File: config.mk
export PLATFORM = sky130hd
export DESIGN_NAME = ir_adc_timing
export DESIGN_NICKNAME = d
export VERILOG_FILES = /design/src/ir_adc_pkg.sv /design/src/ir_adc_timing.sv
export VERILOG_INCLUDE_DIRS = /design/src
export SDC_FILE = /design/constraint.sdc
export NUM_CORES = 1
export LEC_CHECK = 0
export BUFFER_PORTS_ARGS = -buffer_cell sky130_fd_sc_hd__buf_2
export CAP_MARGIN = 20
export CORE_MARGIN = 2
export CORE_UTILIZATION = 53
export DETAILED_ROUTE_END_ITERATION = 8
export PLACE_DENSITY = 0.74
export SYNTH_ARGS = -nofsm -noshare
export SYNTH_HDL_FRONTEND = slang
export SYNTH_SLANG_ARGS = --single-unit
File: constraint.sdc
create_clock -name CLK -period 3.25 [get_ports CLK]
set_input_delay 0.1625 -clock CLK [delete_from_list [all_inputs] [get_ports CLK]]
set_output_delay 0.1625 -clock CLK [all_outputs]
set_load 0.02 [all_outputs]
File: src/ir_adc_cfg.svh
/*
  Register indices, field positions, reset values and timing constants
  for the ambient infrared converter timing block.
  Assumes it is included by bare name into the package and the top module.
*/
`ifndef IR_ADC_CFG_SVH
`define IR_ADC_CFG_SVH

// Register indices; byte address is four times the index
`define IRC_IDX_SPARE      6'h1c
`define IRC_IDX_RECOV      6'h1d
`define IRC_IDX_GAIN       6'h1e
`define IRC_IDX_RANGE      6'h1f
`define IRC_IDX_CTRL       6'h20
`define IRC_IDX_STAT       6'h21

// Reset values
`define IRC_RST_SPARE      8'h00
`define IRC_RST_RECOV      8'h70
`define IRC_RST_GAIN       8'h00
`define IRC_RST_RANGE      8'h00

// Field positions
`define IRC_REC_MSB        6
`define IRC_REC_LSB        4
`define IRC_GAIN_MSB       2
`define IRC_GAIN_LSB       0
`define IRC_RANGE_BIT      5
`define IRC_CTRL_START_BIT 0

// AXI responses
`define IRC_RESP_OKAY      2'h0
`define IRC_RESP_SLVERR    2'h2

// Timing: one converter clock, and the system clock period
`define IRC_ADC_CLK_NS     50
`define IRC_SYS_CLK_NS     50
`define IRC_ADC_CLK_CYC    (`IRC_ADC_CLK_NS / `IRC_SYS_CLK_NS)

// Base integration length in converter clocks before the gain multiplier
`define IRC_INT_CLOCKS     16'h0040

`endif

File: src/ir_adc_pkg.sv
/*
  Types for the ambient infrared converter timing block.
  Assumes ir_adc_cfg.svh is on the include path.
*/
`default_nettype none
`include "ir_adc_cfg.svh"

package ir_adc_pkg;

  typedef enum logic [1:0] {SEQ_IDLE, SEQ_RECOVER, SEQ_INTEGRATE} seq_e;

  typedef struct packed {
    logic busy;
    logic recovering;
    logic integrating;
    logic high_range;
    logic conv_tick;
    logic done;
  } ir_stat_s;

  typedef struct packed {
    logic        awready;
    logic        wready;
    logic        aw_hold;
    logic [5:0]  aw_idx;
    logic        w_hold;
    logic [7:0]  wdata;
    logic        wstrb0;
    logic        bvalid;
    logic [1:0]  bresp;
    logic        arready;
    logic        rvalid;
    logic [1:0]  rresp;
    logic [31:0] rdata;
    logic [7:0]  spare_emitter_param;
    logic [7:0]  ir_recovery_config;
    logic [7:0]  ir_gain_config;
    logic [7:0]  ir_high_range_select_config;
    seq_e        seq;
    logic [6:0]  pre_cnt;
    logic [8:0]  rec_cnt;
    logic [15:0] int_cnt;
    logic [2:0]  gain_snap;
    logic [2:0]  rcode_snap;
    ir_stat_s    stat;
    logic [23:0] rec_len;
    logic [23:0] int_len;
    logic [23:0] gap;
  } ir_state_s;

endpackage

`default_nettype wire

File: src/ir_adc_timing.sv
/*
  Ambient infrared converter timing: AXI4-Lite register slave and the
  recovery/integration sequencer with gain-based converter clock divider.
  Assumes CLK is the 50 ns converter clock and IR_MEAS_REQ comes from
  logic on the same clock.
*/
// Our own choice: register access over AXI4-Lite.
`timescale 1ns/1ps
`default_nettype none
`include "ir_adc_cfg.svh"

module ir_adc_timing #(
  parameter logic [7:0]  SEQ_REV    = 8'h10,  // Arbitrary value
  parameter logic [7:0]  MIN_REV    = 8'h10,  // Arbitrary value
  parameter logic [15:0] INT_CLOCKS = `IRC_INT_CLOCKS
) (
  // Clock and reset
  input  wire logic                 CLK,
  input  wire logic                 SYS_RST,
  // AXI4-Lite write
  input  wire logic [7:0]           S_AXI_AWADDR,
  input  wire logic                 S_AXI_AWVALID,
  output logic                      S_AXI_AWREADY,
  input  wire logic [31:0]          S_AXI_WDATA,
  input  wire logic [3:0]           S_AXI_WSTRB,
  input  wire logic                 S_AXI_WVALID,
  output logic                      S_AXI_WREADY,
  output logic [1:0]                S_AXI_BRESP,
  output logic                      S_AXI_BVALID,
  input  wire logic                 S_AXI_BREADY,
  // AXI4-Lite read
  input  wire logic [7:0]           S_AXI_ARADDR,
  input  wire logic                 S_AXI_ARVALID,
  output logic                      S_AXI_ARREADY,
  output logic [31:0]               S_AXI_RDATA,
  output logic [1:0]                S_AXI_RRESP,
  output logic                      S_AXI_RVALID,
  input  wire logic                 S_AXI_RREADY,
  // Measurement request and converter status
  input  wire logic                 IR_MEAS_REQ,
  output var ir_adc_pkg::ir_stat_s  IR_STAT
);

  localparam ir_adc_pkg::ir_state_s ST_RST = '{
    awready:             1'b1,
    wready:              1'b1,
    arready:             1'b1,
    spare_emitter_param: `IRC_RST_SPARE,
    ir_recovery_config:  `IRC_RST_RECOV,
    ir_gain_config:      `IRC_RST_GAIN,
    ir_high_range_select_config:     `IRC_RST_RANGE,
    seq:                 ir_adc_pkg::SEQ_IDLE,
    default:             '0
  };

  if (INT_CLOCKS == 16'h0000) begin : g_chk_int
    $error("INT_CLOCKS must be at least one");
  end
  if (`IRC_ADC_CLK_CYC != 1) begin : g_chk_clk
    $error("Converter clock must equal the system clock");
  end

  ir_adc_pkg::ir_state_s s_r;
  ir_adc_pkg::ir_state_s s_nxt;

  logic       feature_on;
  logic [2:0] eff_gain;
  logic [2:0] eff_rcode;
  logic       eff_range;

  // Older sequencers behave as if the recovery, gain and range settings were zero
  assign feature_on = (SEQ_REV >= MIN_REV);
  assign eff_gain   = feature_on ? s_r.ir_gain_config[`IRC_GAIN_MSB:`IRC_GAIN_LSB] : 3'h0;
  assign eff_rcode  = feature_on ? s_r.ir_recovery_config[`IRC_REC_MSB:`IRC_REC_LSB] : 3'h0;
  assign eff_range  = feature_on ? s_r.ir_high_range_select_config[`IRC_RANGE_BIT] : 1'b0;

  // Code 0 is one clock, code n is 2^(n+2)-1 clocks
  function automatic logic [8:0] rec_clocks(input logic [2:0] code);
    logic [9:0] t;
    t = 10'h004 << code;
    rec_clocks = (code == 3'h0) ? 9'h001 : t[8:0] - 9'h001;
  endfunction

  always_comb begin
    logic [7:0] msk;
    logic       tick;
    logic       start;
    msk   = 8'h00;
    tick  = 1'b0;
    start = IR_MEAS_REQ;
    s_nxt = s_r;

    // Write channel: address and data taken in either order
    if (S_AXI_AWVALID && s_r.awready) begin
      s_nxt.aw_hold = 1'b1;
      s_nxt.aw_idx  = S_AXI_AWADDR[7:2];
    end
    if (S_AXI_WVALID && s_r.wready) begin
      s_nxt.w_hold = 1'b1;
      s_nxt.wdata  = S_AXI_WDATA[7:0];
      s_nxt.wstrb0 = S_AXI_WSTRB[0];
    end
    if (s_r.bvalid && S_AXI_BREADY) begin
      s_nxt.bvalid = 1'b0;
    end
    if (s_r.aw_hold && s_r.w_hold && !s_r.bvalid) begin
      s_nxt.aw_hold = 1'b0;
      s_nxt.w_hold  = 1'b0;
      s_nxt.bvalid  = 1'b1;
      s_nxt.bresp   = `IRC_RESP_OKAY;
      case (s_r.aw_idx)
        `IRC_IDX_SPARE: begin
          if (s_r.wstrb0) s_nxt.spare_emitter_param = s_r.wdata;
        end
        `IRC_IDX_RECOV: begin
          if (s_r.wstrb0 && feature_on) s_nxt.ir_recovery_config = s_r.wdata;
        end
        `IRC_IDX_GAIN: begin
          if (s_r.wstrb0 && feature_on) s_nxt.ir_gain_config = s_r.wdata;
        end
        `IRC_IDX_RANGE: begin
          // Reserved bits stored as written so read-modify-write keeps them
          if (s_r.wstrb0 && feature_on) s_nxt.ir_high_range_select_config = s_r.wdata;
        end
        `IRC_IDX_CTRL: begin
          if (s_r.wstrb0 && s_r.wdata[`IRC_CTRL_START_BIT]) start = 1'b1;
        end
        `IRC_IDX_STAT: begin
        end
        default: begin
          s_nxt.bresp = `IRC_RESP_SLVERR;
        end
      endcase
    end
    s_nxt.awready = !s_nxt.aw_hold && !s_nxt.bvalid;
    s_nxt.wready  = !s_nxt.w_hold && !s_nxt.bvalid;

    // Read channel: answer one cycle after the address is taken
    if (s_r.rvalid && S_AXI_RREADY) begin
      s_nxt.rvalid = 1'b0;
    end
    if (S_AXI_ARVALID && s_r.arready) begin
      s_nxt.rvalid = 1'b1;
      s_nxt.rresp  = `IRC_RESP_OKAY;
      s_nxt.rdata  = 32'h0000_0000;
      case (S_AXI_ARADDR[7:2])
        `IRC_IDX_SPARE: s_nxt.rdata[7:0] = s_r.spare_emitter_param;
        `IRC_IDX_RECOV: s_nxt.rdata[7:0] = feature_on ? s_r.ir_recovery_config : 8'h00;
        `IRC_IDX_GAIN:  s_nxt.rdata[7:0] = feature_on ? s_r.ir_gain_config : 8'h00;
        `IRC_IDX_RANGE: s_nxt.rdata[7:0] = feature_on ? s_r.ir_high_range_select_config : 8'h00;
        `IRC_IDX_CTRL: begin
        end
        `IRC_IDX_STAT: begin
          s_nxt.rdata = {16'h0000, SEQ_REV, 4'h0, feature_on, s_r.stat.integrating,
                         s_r.stat.recovering, s_r.stat.busy};
        end
        default: s_nxt.rresp = `IRC_RESP_SLVERR;
      endcase
    end
    s_nxt.arready = !s_nxt.rvalid;

    // Sequencer; a request while busy is dropped
    msk              = (8'h01 << s_r.gain_snap) - 8'h01;
    tick             = (s_r.pre_cnt == msk[6:0]);
    s_nxt.stat.done      = 1'b0;
    s_nxt.stat.conv_tick = 1'b0;
    case (s_r.seq)
      ir_adc_pkg::SEQ_IDLE: begin
        if (start) begin
          s_nxt.seq        = ir_adc_pkg::SEQ_RECOVER;
          s_nxt.gain_snap  = eff_gain;
          s_nxt.rcode_snap = eff_rcode;
          s_nxt.stat.high_range = eff_range;
          s_nxt.pre_cnt    = 7'h00;
          s_nxt.rec_cnt    = rec_clocks(eff_rcode);
        end
      end
      ir_adc_pkg::SEQ_RECOVER: begin
        s_nxt.pre_cnt        = tick ? 7'h00 : s_r.pre_cnt + 7'h01;
        s_nxt.stat.conv_tick = tick;
        if (tick) begin
          if (s_r.rec_cnt == 9'h001) begin
            s_nxt.seq     = ir_adc_pkg::SEQ_INTEGRATE;
            s_nxt.int_cnt = INT_CLOCKS;
          end else begin
            s_nxt.rec_cnt = s_r.rec_cnt - 9'h001;
          end
        end
      end
      ir_adc_pkg::SEQ_INTEGRATE: begin
        s_nxt.pre_cnt        = tick ? 7'h00 : s_r.pre_cnt + 7'h01;
        s_nxt.stat.conv_tick = tick;
        if (tick) begin
          if (s_r.int_cnt == 16'h0001) begin
            s_nxt.seq       = ir_adc_pkg::SEQ_IDLE;
            s_nxt.stat.done = 1'b1;
          end else begin
            s_nxt.int_cnt = s_r.int_cnt - 16'h0001;
          end
        end
      end
      default: s_nxt.seq = ir_adc_pkg::SEQ_IDLE;
    endcase
    s_nxt.stat.busy        = (s_nxt.seq != ir_adc_pkg::SEQ_IDLE);
    s_nxt.stat.recovering  = (s_nxt.seq == ir_adc_pkg::SEQ_RECOVER);
    s_nxt.stat.integrating = (s_nxt.seq == ir_adc_pkg::SEQ_INTEGRATE);

    // Phase lengths and tick spacing, kept only for the checks below
    s_nxt.rec_len = s_r.stat.recovering ? s_r.rec_len + 24'h000001 : 24'h000000;
    s_nxt.int_len = s_r.stat.integrating ? s_r.int_len + 24'h000001 : 24'h000000;
    if (s_r.stat.conv_tick) begin
      s_nxt.gap = 24'h000001;
    end else if (s_r.gap != 24'hffffff) begin
      s_nxt.gap = s_r.gap + 24'h000001;
    end
  end

  always_ff @(posedge CLK or posedge SYS_RST) begin
    if (SYS_RST) begin
      s_r <= ST_RST;
    end else begin
      s_r <= s_nxt;
    end
  end

  assign S_AXI_AWREADY = s_r.awready;
  assign S_AXI_WREADY  = s_r.wready;
  assign S_AXI_BVALID  = s_r.bvalid;
  assign S_AXI_BRESP   = s_r.bresp;
  assign S_AXI_ARREADY = s_r.arready;
  assign S_AXI_RVALID  = s_r.rvalid;
  assign S_AXI_RRESP   = s_r.rresp;
  assign S_AXI_RDATA   = s_r.rdata;
  assign IR_STAT       = s_r.stat;

  // Expected phase lengths for the checks below
  logic [23:0] exp_rec;
  logic [23:0] exp_int;
  assign exp_rec = {15'h0000, rec_clocks(s_r.rcode_snap)} << s_r.gain_snap;
  assign exp_int = {8'h00, INT_CLOCKS} << s_r.gain_snap;
endmodule // ir_adc_timing

`default_nettype wire

==> metrics, run 1 <==
number of global-route vias before repair 3820; synthesized netlist cell count slightly above 500; max-slew violation count 0; area share of the largest cell type after synthesis 0.440; core footprint 10700 sq um; Avg Cell Area, Syn 11.3 sq um; Synth area leaders dfrtp_1 (44%), mux2_2 (10%), buf_4 (5.7%), mux4_2 (3.1%), dfstp_2 (2.7%); Die W approximately 110 um; PnR worst setup slack approximately 560 ps; Worst Tran Pin Value about 800 ps; Vias between 4000 and 5000; Setup Buffers After CTS 0; Post-Synth Simple-Gate Area 0.160; Tcrit/Tclk final 0.826; # Max-Cap Violations 0; die area approximately 12000 sq um; Core Util, Final 0.585; total congestion overflow 0; Starting DRT DRC Count 221; area grow syn2layout 8.42%; Final Hold Viols 0; gpl congestion between 0.8 and 0.9; placement row count 38; largest net degree at the start of global routing between 60 and 70; first-pass GRT wire length between 15000 and 20000 um; sequential share of power 0.424; post-synthesis adder-cell area fraction 0.0194; clk root buf clkbuf_8; relative slew slack 0.470; CP required between 3000 and 4000 ps; Setup Skew approximately 15 ps; final wirelength 11200 um; VDD IR max between 0.4 and 0.5 mV; fmax between 300 and 400 MHz; via/cell ratio about 5.7; CTS tree built; critical path launch point type flip-flop; ant diodes 0; Setup violations, final 0; Avg WL per Cell approximately 16 um; Yosys top cell by area dfrtp_1; commonest cells in the synthesized netlist dfrtp_1 (102), mux2_2 (54), buf_4 (44); Switch Pwr between 2000 and 2500 uW; Async SR Flop Fraction 1.00; Critical Path AT ~3000 ps; number of flops mapped to enable cells by yosys 0; initial antenna violation count 0; Critical Path Fanout Max 15; All-Layer GR Usage 0.208; clk buf depth 2; min Tclk post-route 2690 ps; Net Sw Frac 0.415; share of synthesized area spent on multiplexers 0.147; Crit Path Category reg -> reg; DRC 0; Die H between 100 and 150 um; power share of the combinational group 0.422; # IOs 107; worst hold-check path type in -> reg; pre-CTS setup slack roughly 600 ps; main combinational cell family by area after synthesis simple AND/OR/NAND/NOR gates; PD cells about 810 nW/um^2; clk sinks roughly 110; Buffers on Ports 50; First-pass DRT Iterations 5; count of cell types in the netlist a little over 80; Nets 631; Initial Util 0.540; Critical-path top delay cell or4_1; cell-internal power between 2000 and 3000 uW; H-tree levels 3; crit path cell chain o21ai_2 -> o21bai_2 -> a221oi_4 -> nand3_2 -> or4_1 -> a21oi_1; Worst path max stage delay about 590 ps; clk_lat worst skew around 400 ps; RSZ-0062 raised after global routing false; Post-Synth XOR/XNOR Area 0.00604; post-route ant nets 0; #FFs+latches synth ~110; Num CTS Buffers 9; Clk pwr share 0.153; register area share after synthesis 0.467; Warnings, synthesis 0; Netlist Area Pre-Place 5800 sq um; crit end category flip-flop; share of layout cells above drive strength 1 0.300; setup_tns 0 ps; P_leak 0.00286 uW; Clock transition at path regs around 100 ps; DP HPWL between 7000 and 8000 um; dominant synthesized flop cell dfrtp_1; most numerous cell in the Yosys netlist dfrtp_1; outcome finished, final reports clean; Synth Area in Compound Gates 0.116
-- flip-flops by register name, summed over array words and instances (netlist names), 3 cells and up --
| register | flops |
|---|---|
| IR_STAT | 6 |
| eff_rcode | 3 |
| s_r | 79 |
| eff_gain | 3 |
| S_AXI_RDATA | 9 |
-- layout make-up --
cell class	count	area (sq um)
clock buffer	10	128
tap	140	175
inverter	19	73.8
clock inverter	6	53.8
multi-input combinational	353	2690
timing repair buffer	71	453
fill	920	4460
sequential	108	2710
-- worst paths after layout --
path / startpoint / endpoint / slack [ps] / depth (start not counted)
setup / recovery: s_r[81] / s_r[97] / 560 / 6
hold / removal: S_AXI_BREADY / S_AXI_AWREADY / 60 / 3
setup reg to reg: s_r[81] / s_r[97] / 560 / 6
hold reg to reg: s_r[198] / S_AXI_WREADY / 480 / 1
max in group asynchronous: SYS_RST / s_r[94] / 1940 / 4
min in group asynchronous: SYS_RST / s_r[203] / 450 / 3
-- cells in the final DEF (no fill, tap or decap), types with 3 or more instances in the layout --
cell / n
dfstp_2: 6
or4_1: 6
dfrtp_1: 102
nand2b_1: 9
or2_2: 7
inv_6: 3
o21ai_0: 24
nand2_1: 41
buf_2: 50
nand4_1: 7
nor4_1: 5
or3_1: 3
o22ai_1: 5
a22oi_1: 3
o31ai_1: 9
mux4_2: 8
conb_1: 25
clkbuf_8: 9
nor2b_1: 4
and2_1: 3
inv_1: 18
a31oi_1: 3
dlygate4sd3_1: 18
mux2_2: 54
ha_1: 9
nor2_1: 20
nor3_1: 12
mux2i_1: 5
a32o_1: 6
buf_4: 3
nand3_1: 7
a21oi_1: 19
-- per-layer routing --
layer	wire (um)	part of all wire	vias to the layer above	global-route usage
met5	0	0	-	0
met2	5600	0.50	103	0.340
met3	438	0.039	14	0.0386
met4	188	0.017	0	0.0842
met1	5010	0.45	2007	0.274
li1	-	-	1914	-
-- critical path: cells and delay by family (launching register included) --
family	cells	cell delay [ps]
AOI/OAI and AO/OA	4	1110
DFF	1	500
and+or+nand+nor	2	990
-- power by group through the flow --
stage | registers (uW) | logic [uW] | clock network, uW
after floorplan | 2030 | 1840 | 0
after global placement | 2150 | 2070 | 0
after detailed placement | 2180 | 2130 | 0
after CTS | 2150 | 2150 | 810
after global routing | 2230 | 2390 | 861
final | 2160 | 2150 | 783
-- stage by stage --
stage                     cell area (sq um)  power [uW]  hold WS, ps  instances
after CTS                              6280        5110         3.09        706
after detailed placement               5920        4310          344        673
after floorplan                        5890        3870          224        539
final                                  6290        5100         60.0        707
after global routing                   6290        5480         68.7        707
after global placement                 5920        4220          341        673
-- kinds of logic after synthesis --
group,after synthesis
flip-flops,108
other,1
AND/OR/NAND/NOR,154
AO/OA/AOI/OAI,93
XOR/XNOR,4
buffers and inverters,78
multiplexers,68
adder cells (fa/ha/maj),9
-- what timing repair did --
item | 4_1_cts | 5_1_grt
hold buffers | 17 | 1
hold endpoints to repair | 74 | 1
gates resized for setup | 0 | 0
(Power assumes the default switching activity.)
==> run 2: changes to the inputs <==
==> constraint.sdc (replaced) <==
create_clock -name CLK -period 2.7 [get_ports CLK]
set_input_delay 0.135 -clock CLK [delete_from_list [all_inputs] [get_ports CLK]]
set_output_delay 0.135 -clock CLK [all_outputs]
set_load 0.02 [all_outputs]
==> run 2 against run 1 <==
Compared with the run above: clock skew fell by 2.7 ps; clock power rose by 26%; non-clock buffer count rose by 17; total power rose by 26%; combinational power rose by 33%; global-route usage rose by 1.3 points; register-to-register slack got worse by 420 ps.
==> metrics, run 2 (synthesized netlist as in run 1, its figures left out) <==
outcome finished, final reports clean; Vias 4094 (+1.4%); register area 2710 sq um (unchanged); max reg flops 79 (unchanged); H-tree levels 3 (unchanged); max-slew violation count 0 (unchanged); most frequent cells in the layout dfrtp_1 (102), mux2_2 (54), buf_2 (50), nand2_1 (41), conb_1 (25); final wirelength 11700 um (+4.0%); ant diodes 0 (unchanged); Avg WL per Cell 16.1 um (+1.5%); gpl congestion 0.837 (-1.3%); clk sinks 108 (unchanged); Starting DRT DRC Count 325 (+47%); clk buf depth 2 (unchanged); Hold WS 30.2 ps (-29.8 ps); # Max-Cap Violations 0 (unchanged); DRC 0 (unchanged); design area 6450 sq um (+2.6%); core footprint 10700 sq um (unchanged); Critical Path AT 2870 ps (-130 ps); commonest non-fill, non-tap cell in the layout dfrtp_1; Biggest register s_r; Net Sw Frac 0.411 (-0.00335); share of layout cells above drive strength 1 0.324 (+0.0238); Worst Tran Pin Value 756 ps (-34.6 ps); PD cells 997 nW/um^2 (+23%); # IOs 107 (unchanged); crit end category flip-flop; Final Hold Viols 0 (unchanged); setup_tns 0 ps (unchanged); clk_lat worst skew 390 ps (about the same); Setup Buffers After CTS 0 (unchanged); Clk pwr share 0.153 (about the same); power share of the combinational group 0.446 (+0.024); All-Layer GR Usage 0.221 (+0.0130); Setup violations, final 0 (unchanged); First-pass DRT Iterations 5 (unchanged); Critical Path Fanout Max 15 (unchanged); worst hold-check path type in -> reg; Clock transition at path regs 110 ps (about the same); post-route ant nets 0 (unchanged); CTS tree built; Setup Skew 12.5 ps (-2.65 ps); Die W 109 um (unchanged); fillers 881 (-4.2%); number of global-route vias before repair 4112 (+7.6%); reg-to-reg slack, setup 140 ps (-420 ps); Nets 648 (+2.7%); die area 11800 sq um (unchanged); via/cell ratio 5.65 (-0.99%); Multi-input gate area 2700 sq um (+0.14%); Buffers on Ports 50 (unchanged); critical path launch point type flip-flop; relative slew slack 0.490 (+0.0206); largest net degree at the start of global routing 56 (-14%); Initial Util 0.540 (unchanged); sequential share of power 0.401 (-0.023); clk root buf clkbuf_8; placement row count 38 (unchanged); Cell Area, Placed 6070 sq um (+2.4%); Tcrit/Tclk final 0.946 (+0.120); Crit Path Category reg -> reg; total congestion overflow 0 (unchanged); P_leak 0.00296 uW (+3.4%); area grow syn2layout 11.2%; fmax 391 MHz (+5.1%); DP HPWL 8500 um (+7.4%); CP required 3020 ps (-550 ps); min Tclk post-route 2560 ps (-131 ps); RSZ-0062 raised after global routing false; Die H 109 um (unchanged); VDD IR max 0.665 mV (+50%); Switch Pwr 2640 uW (+25%); first-pass GRT wire length 20200 um (+7.2%); Num CTS Buffers 9 (unchanged); initial antenna violation count 0 (unchanged); cell-internal power 3790 uW (+27%)
-- run 2: repair_timing --
action / 4_1_cts / 5_1_grt
hold buffers: 18 / 0
endpoints found under the hold margin: 49 / 0
endpoints found under the setup margin: 0 / 6
resized for setup: 0 / 1
-- run 2: final timing paths --
check / from / end / cells after the start
max: s_r[83] / s_r[97] / 6
max in group asynchronous: SYS_RST / eff_rcode[1] / 4
min reg2reg: s_r[198] / S_AXI_WREADY / 1
min: S_AXI_AWVALID / s_r[205] / 3
min in group asynchronous: SYS_RST / S_AXI_RDATA[5] / 3
max reg2reg: s_r[83] / s_r[97] / 6
-- run 2: stage by stage --
| stage | worst slack [ps] | power [uW] | cells | utilization |
|---|---|---|---|---|
| 4_1_cts | 142 | 6450 | 724 | 0.600 |
| 3_3_place_gp | 249 | 5290 | 690 | 0.565 |
| 3_5_place_dp | 167 | 5420 | 690 | 0.565 |
| 6_report | 145 | 6430 | 724 | 0.600 |
| 5_1_grt | 14.9 | 6890 | 724 | 0.600 |
| 2_1_floorplan | 345 | 4660 | 539 | - |
-- run 2: cell type report --
cell class | instances | area share
inverters | 19 | 0.0116
repair buffers | 88 | 0.0919
multi-input cells | 353 | 0.418
clock buffers | 10 | 0.0213
well taps | 140 | 0.0272
clock inverters | 6 | 0.00970
flip-flops and latches | 108 | 0.420
-- run 2: layer usage --
| layer | vias to the layer above | GRT usage | share of wire |
|---|---|---|---|
| met5 | - | 0 | 0 |
| met4 | 0 | 0.0614 | 0.013 |
| met3 | 13 | 0.0561 | 0.049 |
| met2 | 98 | 0.367 | 0.50 |
| met1 | 2033 | 0.287 | 0.43 |
| li1 | 1950 | - | - |
-- run 2: power groups by stage --
stage / Sequential (uW) / Clock [uW] / Combinational, uW
after detailed placement: 2600 / 0 / 2820
after floorplan: 2450 / 0 / 2210
after global placement: 2560 / 0 / 2730
after CTS: 2570 / 1020 / 2850
final: 2580 / 985 / 2870
after global routing: 2660 / 1080 / 3150
-- run 2: critical path: stages, from the launching register on --
cell	delay, ps
dfrtp_1	510
or4_4	540
o22ai_4	180
o22a_4	240
nand3_2	270
or4_1	600
a21oi_1	150
==> run 3: changes to the inputs <==
--- a/config.mk
+++ b/config.mk
@@ -8,10 +8,11 @@
 export LEC_CHECK = 0
 export BUFFER_PORTS_ARGS = -buffer_cell sky130_fd_sc_hd__buf_2
 export CAP_MARGIN = 20
-export CORE_MARGIN = 2
-export CORE_UTILIZATION = 53
+export CELL_PAD_IN_SITES_DETAIL_PLACEMENT = 1
+export CELL_PAD_IN_SITES_GLOBAL_PLACEMENT = 1
+export CORE_UTILIZATION = 44
 export DETAILED_ROUTE_END_ITERATION = 8
-export PLACE_DENSITY = 0.74
+export PLACE_DENSITY = 0.77
 export SYNTH_ARGS = -nofsm -noshare
 export SYNTH_HDL_FRONTEND = slang
 export SYNTH_SLANG_ARGS = --single-unit
==> run 3 against run 2 <==
Compared with the run above: first-iteration DRC count shrank 60%; combinational power grew 5%; cell area grew 2.7%; hold slack lost 18 ps; core utilization shrank 8.0 points; count of clock-buffer cells in the layout shrank 1; critical path depth is the same; clock skew shrank 6.8 ps; sequential share of layout area shrank 1.1 points; die area grew 16%; critical path type unchanged; critical endpoint is now s_r[101]; highest routed layer unchanged.
==> metrics, run 3 (synthesized netlist as in run 1, its figures left out) <==
clk root buf clkbuf_16; Starting DRT DRC Count 131 (-60%); Crit Path Category reg -> reg; initial antenna violation count 0 (unchanged); share of layout cells above drive strength 1 0.335 (+0.0114); P_leak 0.00303 uW (+2.3%); Setup Buffers After CTS 0 (unchanged); fillers 1421 (+61%); max-slew violation count 0 (unchanged); worst hold-check path type in -> reg; gpl congestion 0.854 (+2.0%); DP HPWL 10300 um (+22%); placed cells 729 (+5.7%); Critical Path Fanout Max 9 (-6); die area 13600 sq um (+16%); post-route ant nets 0 (unchanged); max reg flops 79 (unchanged); Nets 649 (+0.15%); min Tclk post-route 2620 ps (+64.3 ps); Avg WL per Cell 18.6 um (+15%); CP required 2930 ps (-90 ps); Biggest register s_r; fmax 382 MHz (-2.5%); placement row count 41 (+7.9%); clk_lat worst skew 350 ps (-40 ps); area grow syn2layout 14.3%; All-Layer GR Usage 0.226 (+0.00524); CTS tree built; first-pass GRT wire length 23400 um (+16%); ant diodes 0 (unchanged); commonest non-fill, non-tap cell in the layout dfrtp_1; outcome finished, final reports clean; crit end category flip-flop; via/cell ratio 5.59 (-1.2%); relative slew slack 0.382 (-0.109); core footprint 12700 sq um (+18%); Setup Skew 5.68 ps (-6.83 ps); Final Total Pwr 7080 uW (+10%); number of global-route vias before repair 4576 (+11%); Final Hold Viols 0 (unchanged); Vias 4228 (+3.3%); critical path launch point type flip-flop; # Max-Cap Violations 0 (unchanged); Critical Path AT 2850 ps (-20 ps); Tcrit/Tclk final 0.970 (+0.0238); final wirelength 14100 um (+20%); Buffers on Ports 50 (unchanged); Initial Util 0.456 (-0.0838); Clock transition at path regs 80 ps (-30 ps); clk sinks 108 (unchanged); Finished Layout Cells 757 (+4.6%); First-pass DRT Iterations 4 (-1); Setup violations, final 0 (unchanged); RSZ-0062 raised after global routing false; Num CTS Buffers 9 (unchanged); PD cells 1070 nW/um^2 (+7.2%); # IOs 107 (unchanged); DRC 0 (unchanged); Die H 117 um (+7.5%); H-tree levels 3 (unchanged); clk buf depth 2 (unchanged); largest net degree at the start of global routing 44 (-21%); Die W 117 um (+7.5%); total congestion overflow 0 (unchanged); Worst Tran Pin Value 926 ps (+169 ps); VDD IR max 0.569 mV (-14%); most frequent cells in the layout dfrtp_1 (102), mux2_2 (54), buf_2 (50), nand2_1 (41), buf_4 (26); Core Util, Final 0.521 (-0.0795); setup_tns 0 ps (unchanged)
==> run 3: where the power goes <==
group / leakage (uW) / internal [uW] / total [uW] / switching [uW]
combinational: 0.00146 / 1320 / 3000 / 1690
clock: 0.000161 / 830 / 1470 / 639
sequential: 0.00141 / 2130 / 2610 / 484
==> run 3: cell type report <==
| type | count | area (sq um) | share of cell area |
|---|---|---|---|
| Clock buffer | 9 | 225 | 0.0340 |
| Clock inverter | 7 | 109 | 0.0164 |
| Inverter | 19 | 75.1 | 0.0113 |
| Multi-Input combinational cell | 353 | 2710 | 0.408 |
| Sequential cell | 108 | 2710 | 0.409 |
| Tap cell | 172 | 215 | 0.0325 |
| Timing Repair Buffer | 89 | 586 | 0.0884 |
==> run 3: through the flow <==
stage / instance area (sq um) / worst slack, ps / hold WS (ps)
after floorplan: 5890 / 345 / 196
after detailed placement: 6160 / 137 / 321
after global placement: 6160 / 248 / 317
after global routing: 6630 / 20.0 / 1.11
final: 6630 / 80.6 / 12.0
after CTS: 6610 / 41.8 / 0.248
==> run 3: critical path: stages, from the launching register on <==
cell and delay [ps]:
dfrtp_1 510, or4_4 560, o22ai_4 200, o22ai_1 160, or3_4 440, a21oi_4 270
mux2_1 360
==> run 3: per-layer routing <==
layer / share of wire / GRT usage / up-vias
li1: - / - / 1940
met3: 0.037 / 0.0520 / 21
met1: 0.41 / 0.267 / 2181
met4: 0.020 / 0.0869 / 0
met5: 0 / 0 / -
met2: 0.53 / 0.401 / 86
==> run 3: timing repair <==
item,4_1_cts,5_1_grt
setup endpoints to repair,0,5
endpoints found under the hold margin,24,0
resized for setup,0,3
hold buffers,12,0
==> run 3: final timing paths <==
kind,from,end,slack [ps],cells past startpoint
setup / recovery,s_r[83],s_r[101],80,6
hold / removal,S_AXI_AWADDR[2],s_r[199],10,2
setup reg to reg,s_r[83],s_r[101],80,6
hold reg to reg,S_AXI_RDATA[3],S_AXI_RDATA[3],480,2
max in group asynchronous,SYS_RST,s_r[96],1390,4
min in group asynchronous,SYS_RST,s_r[124],530,3
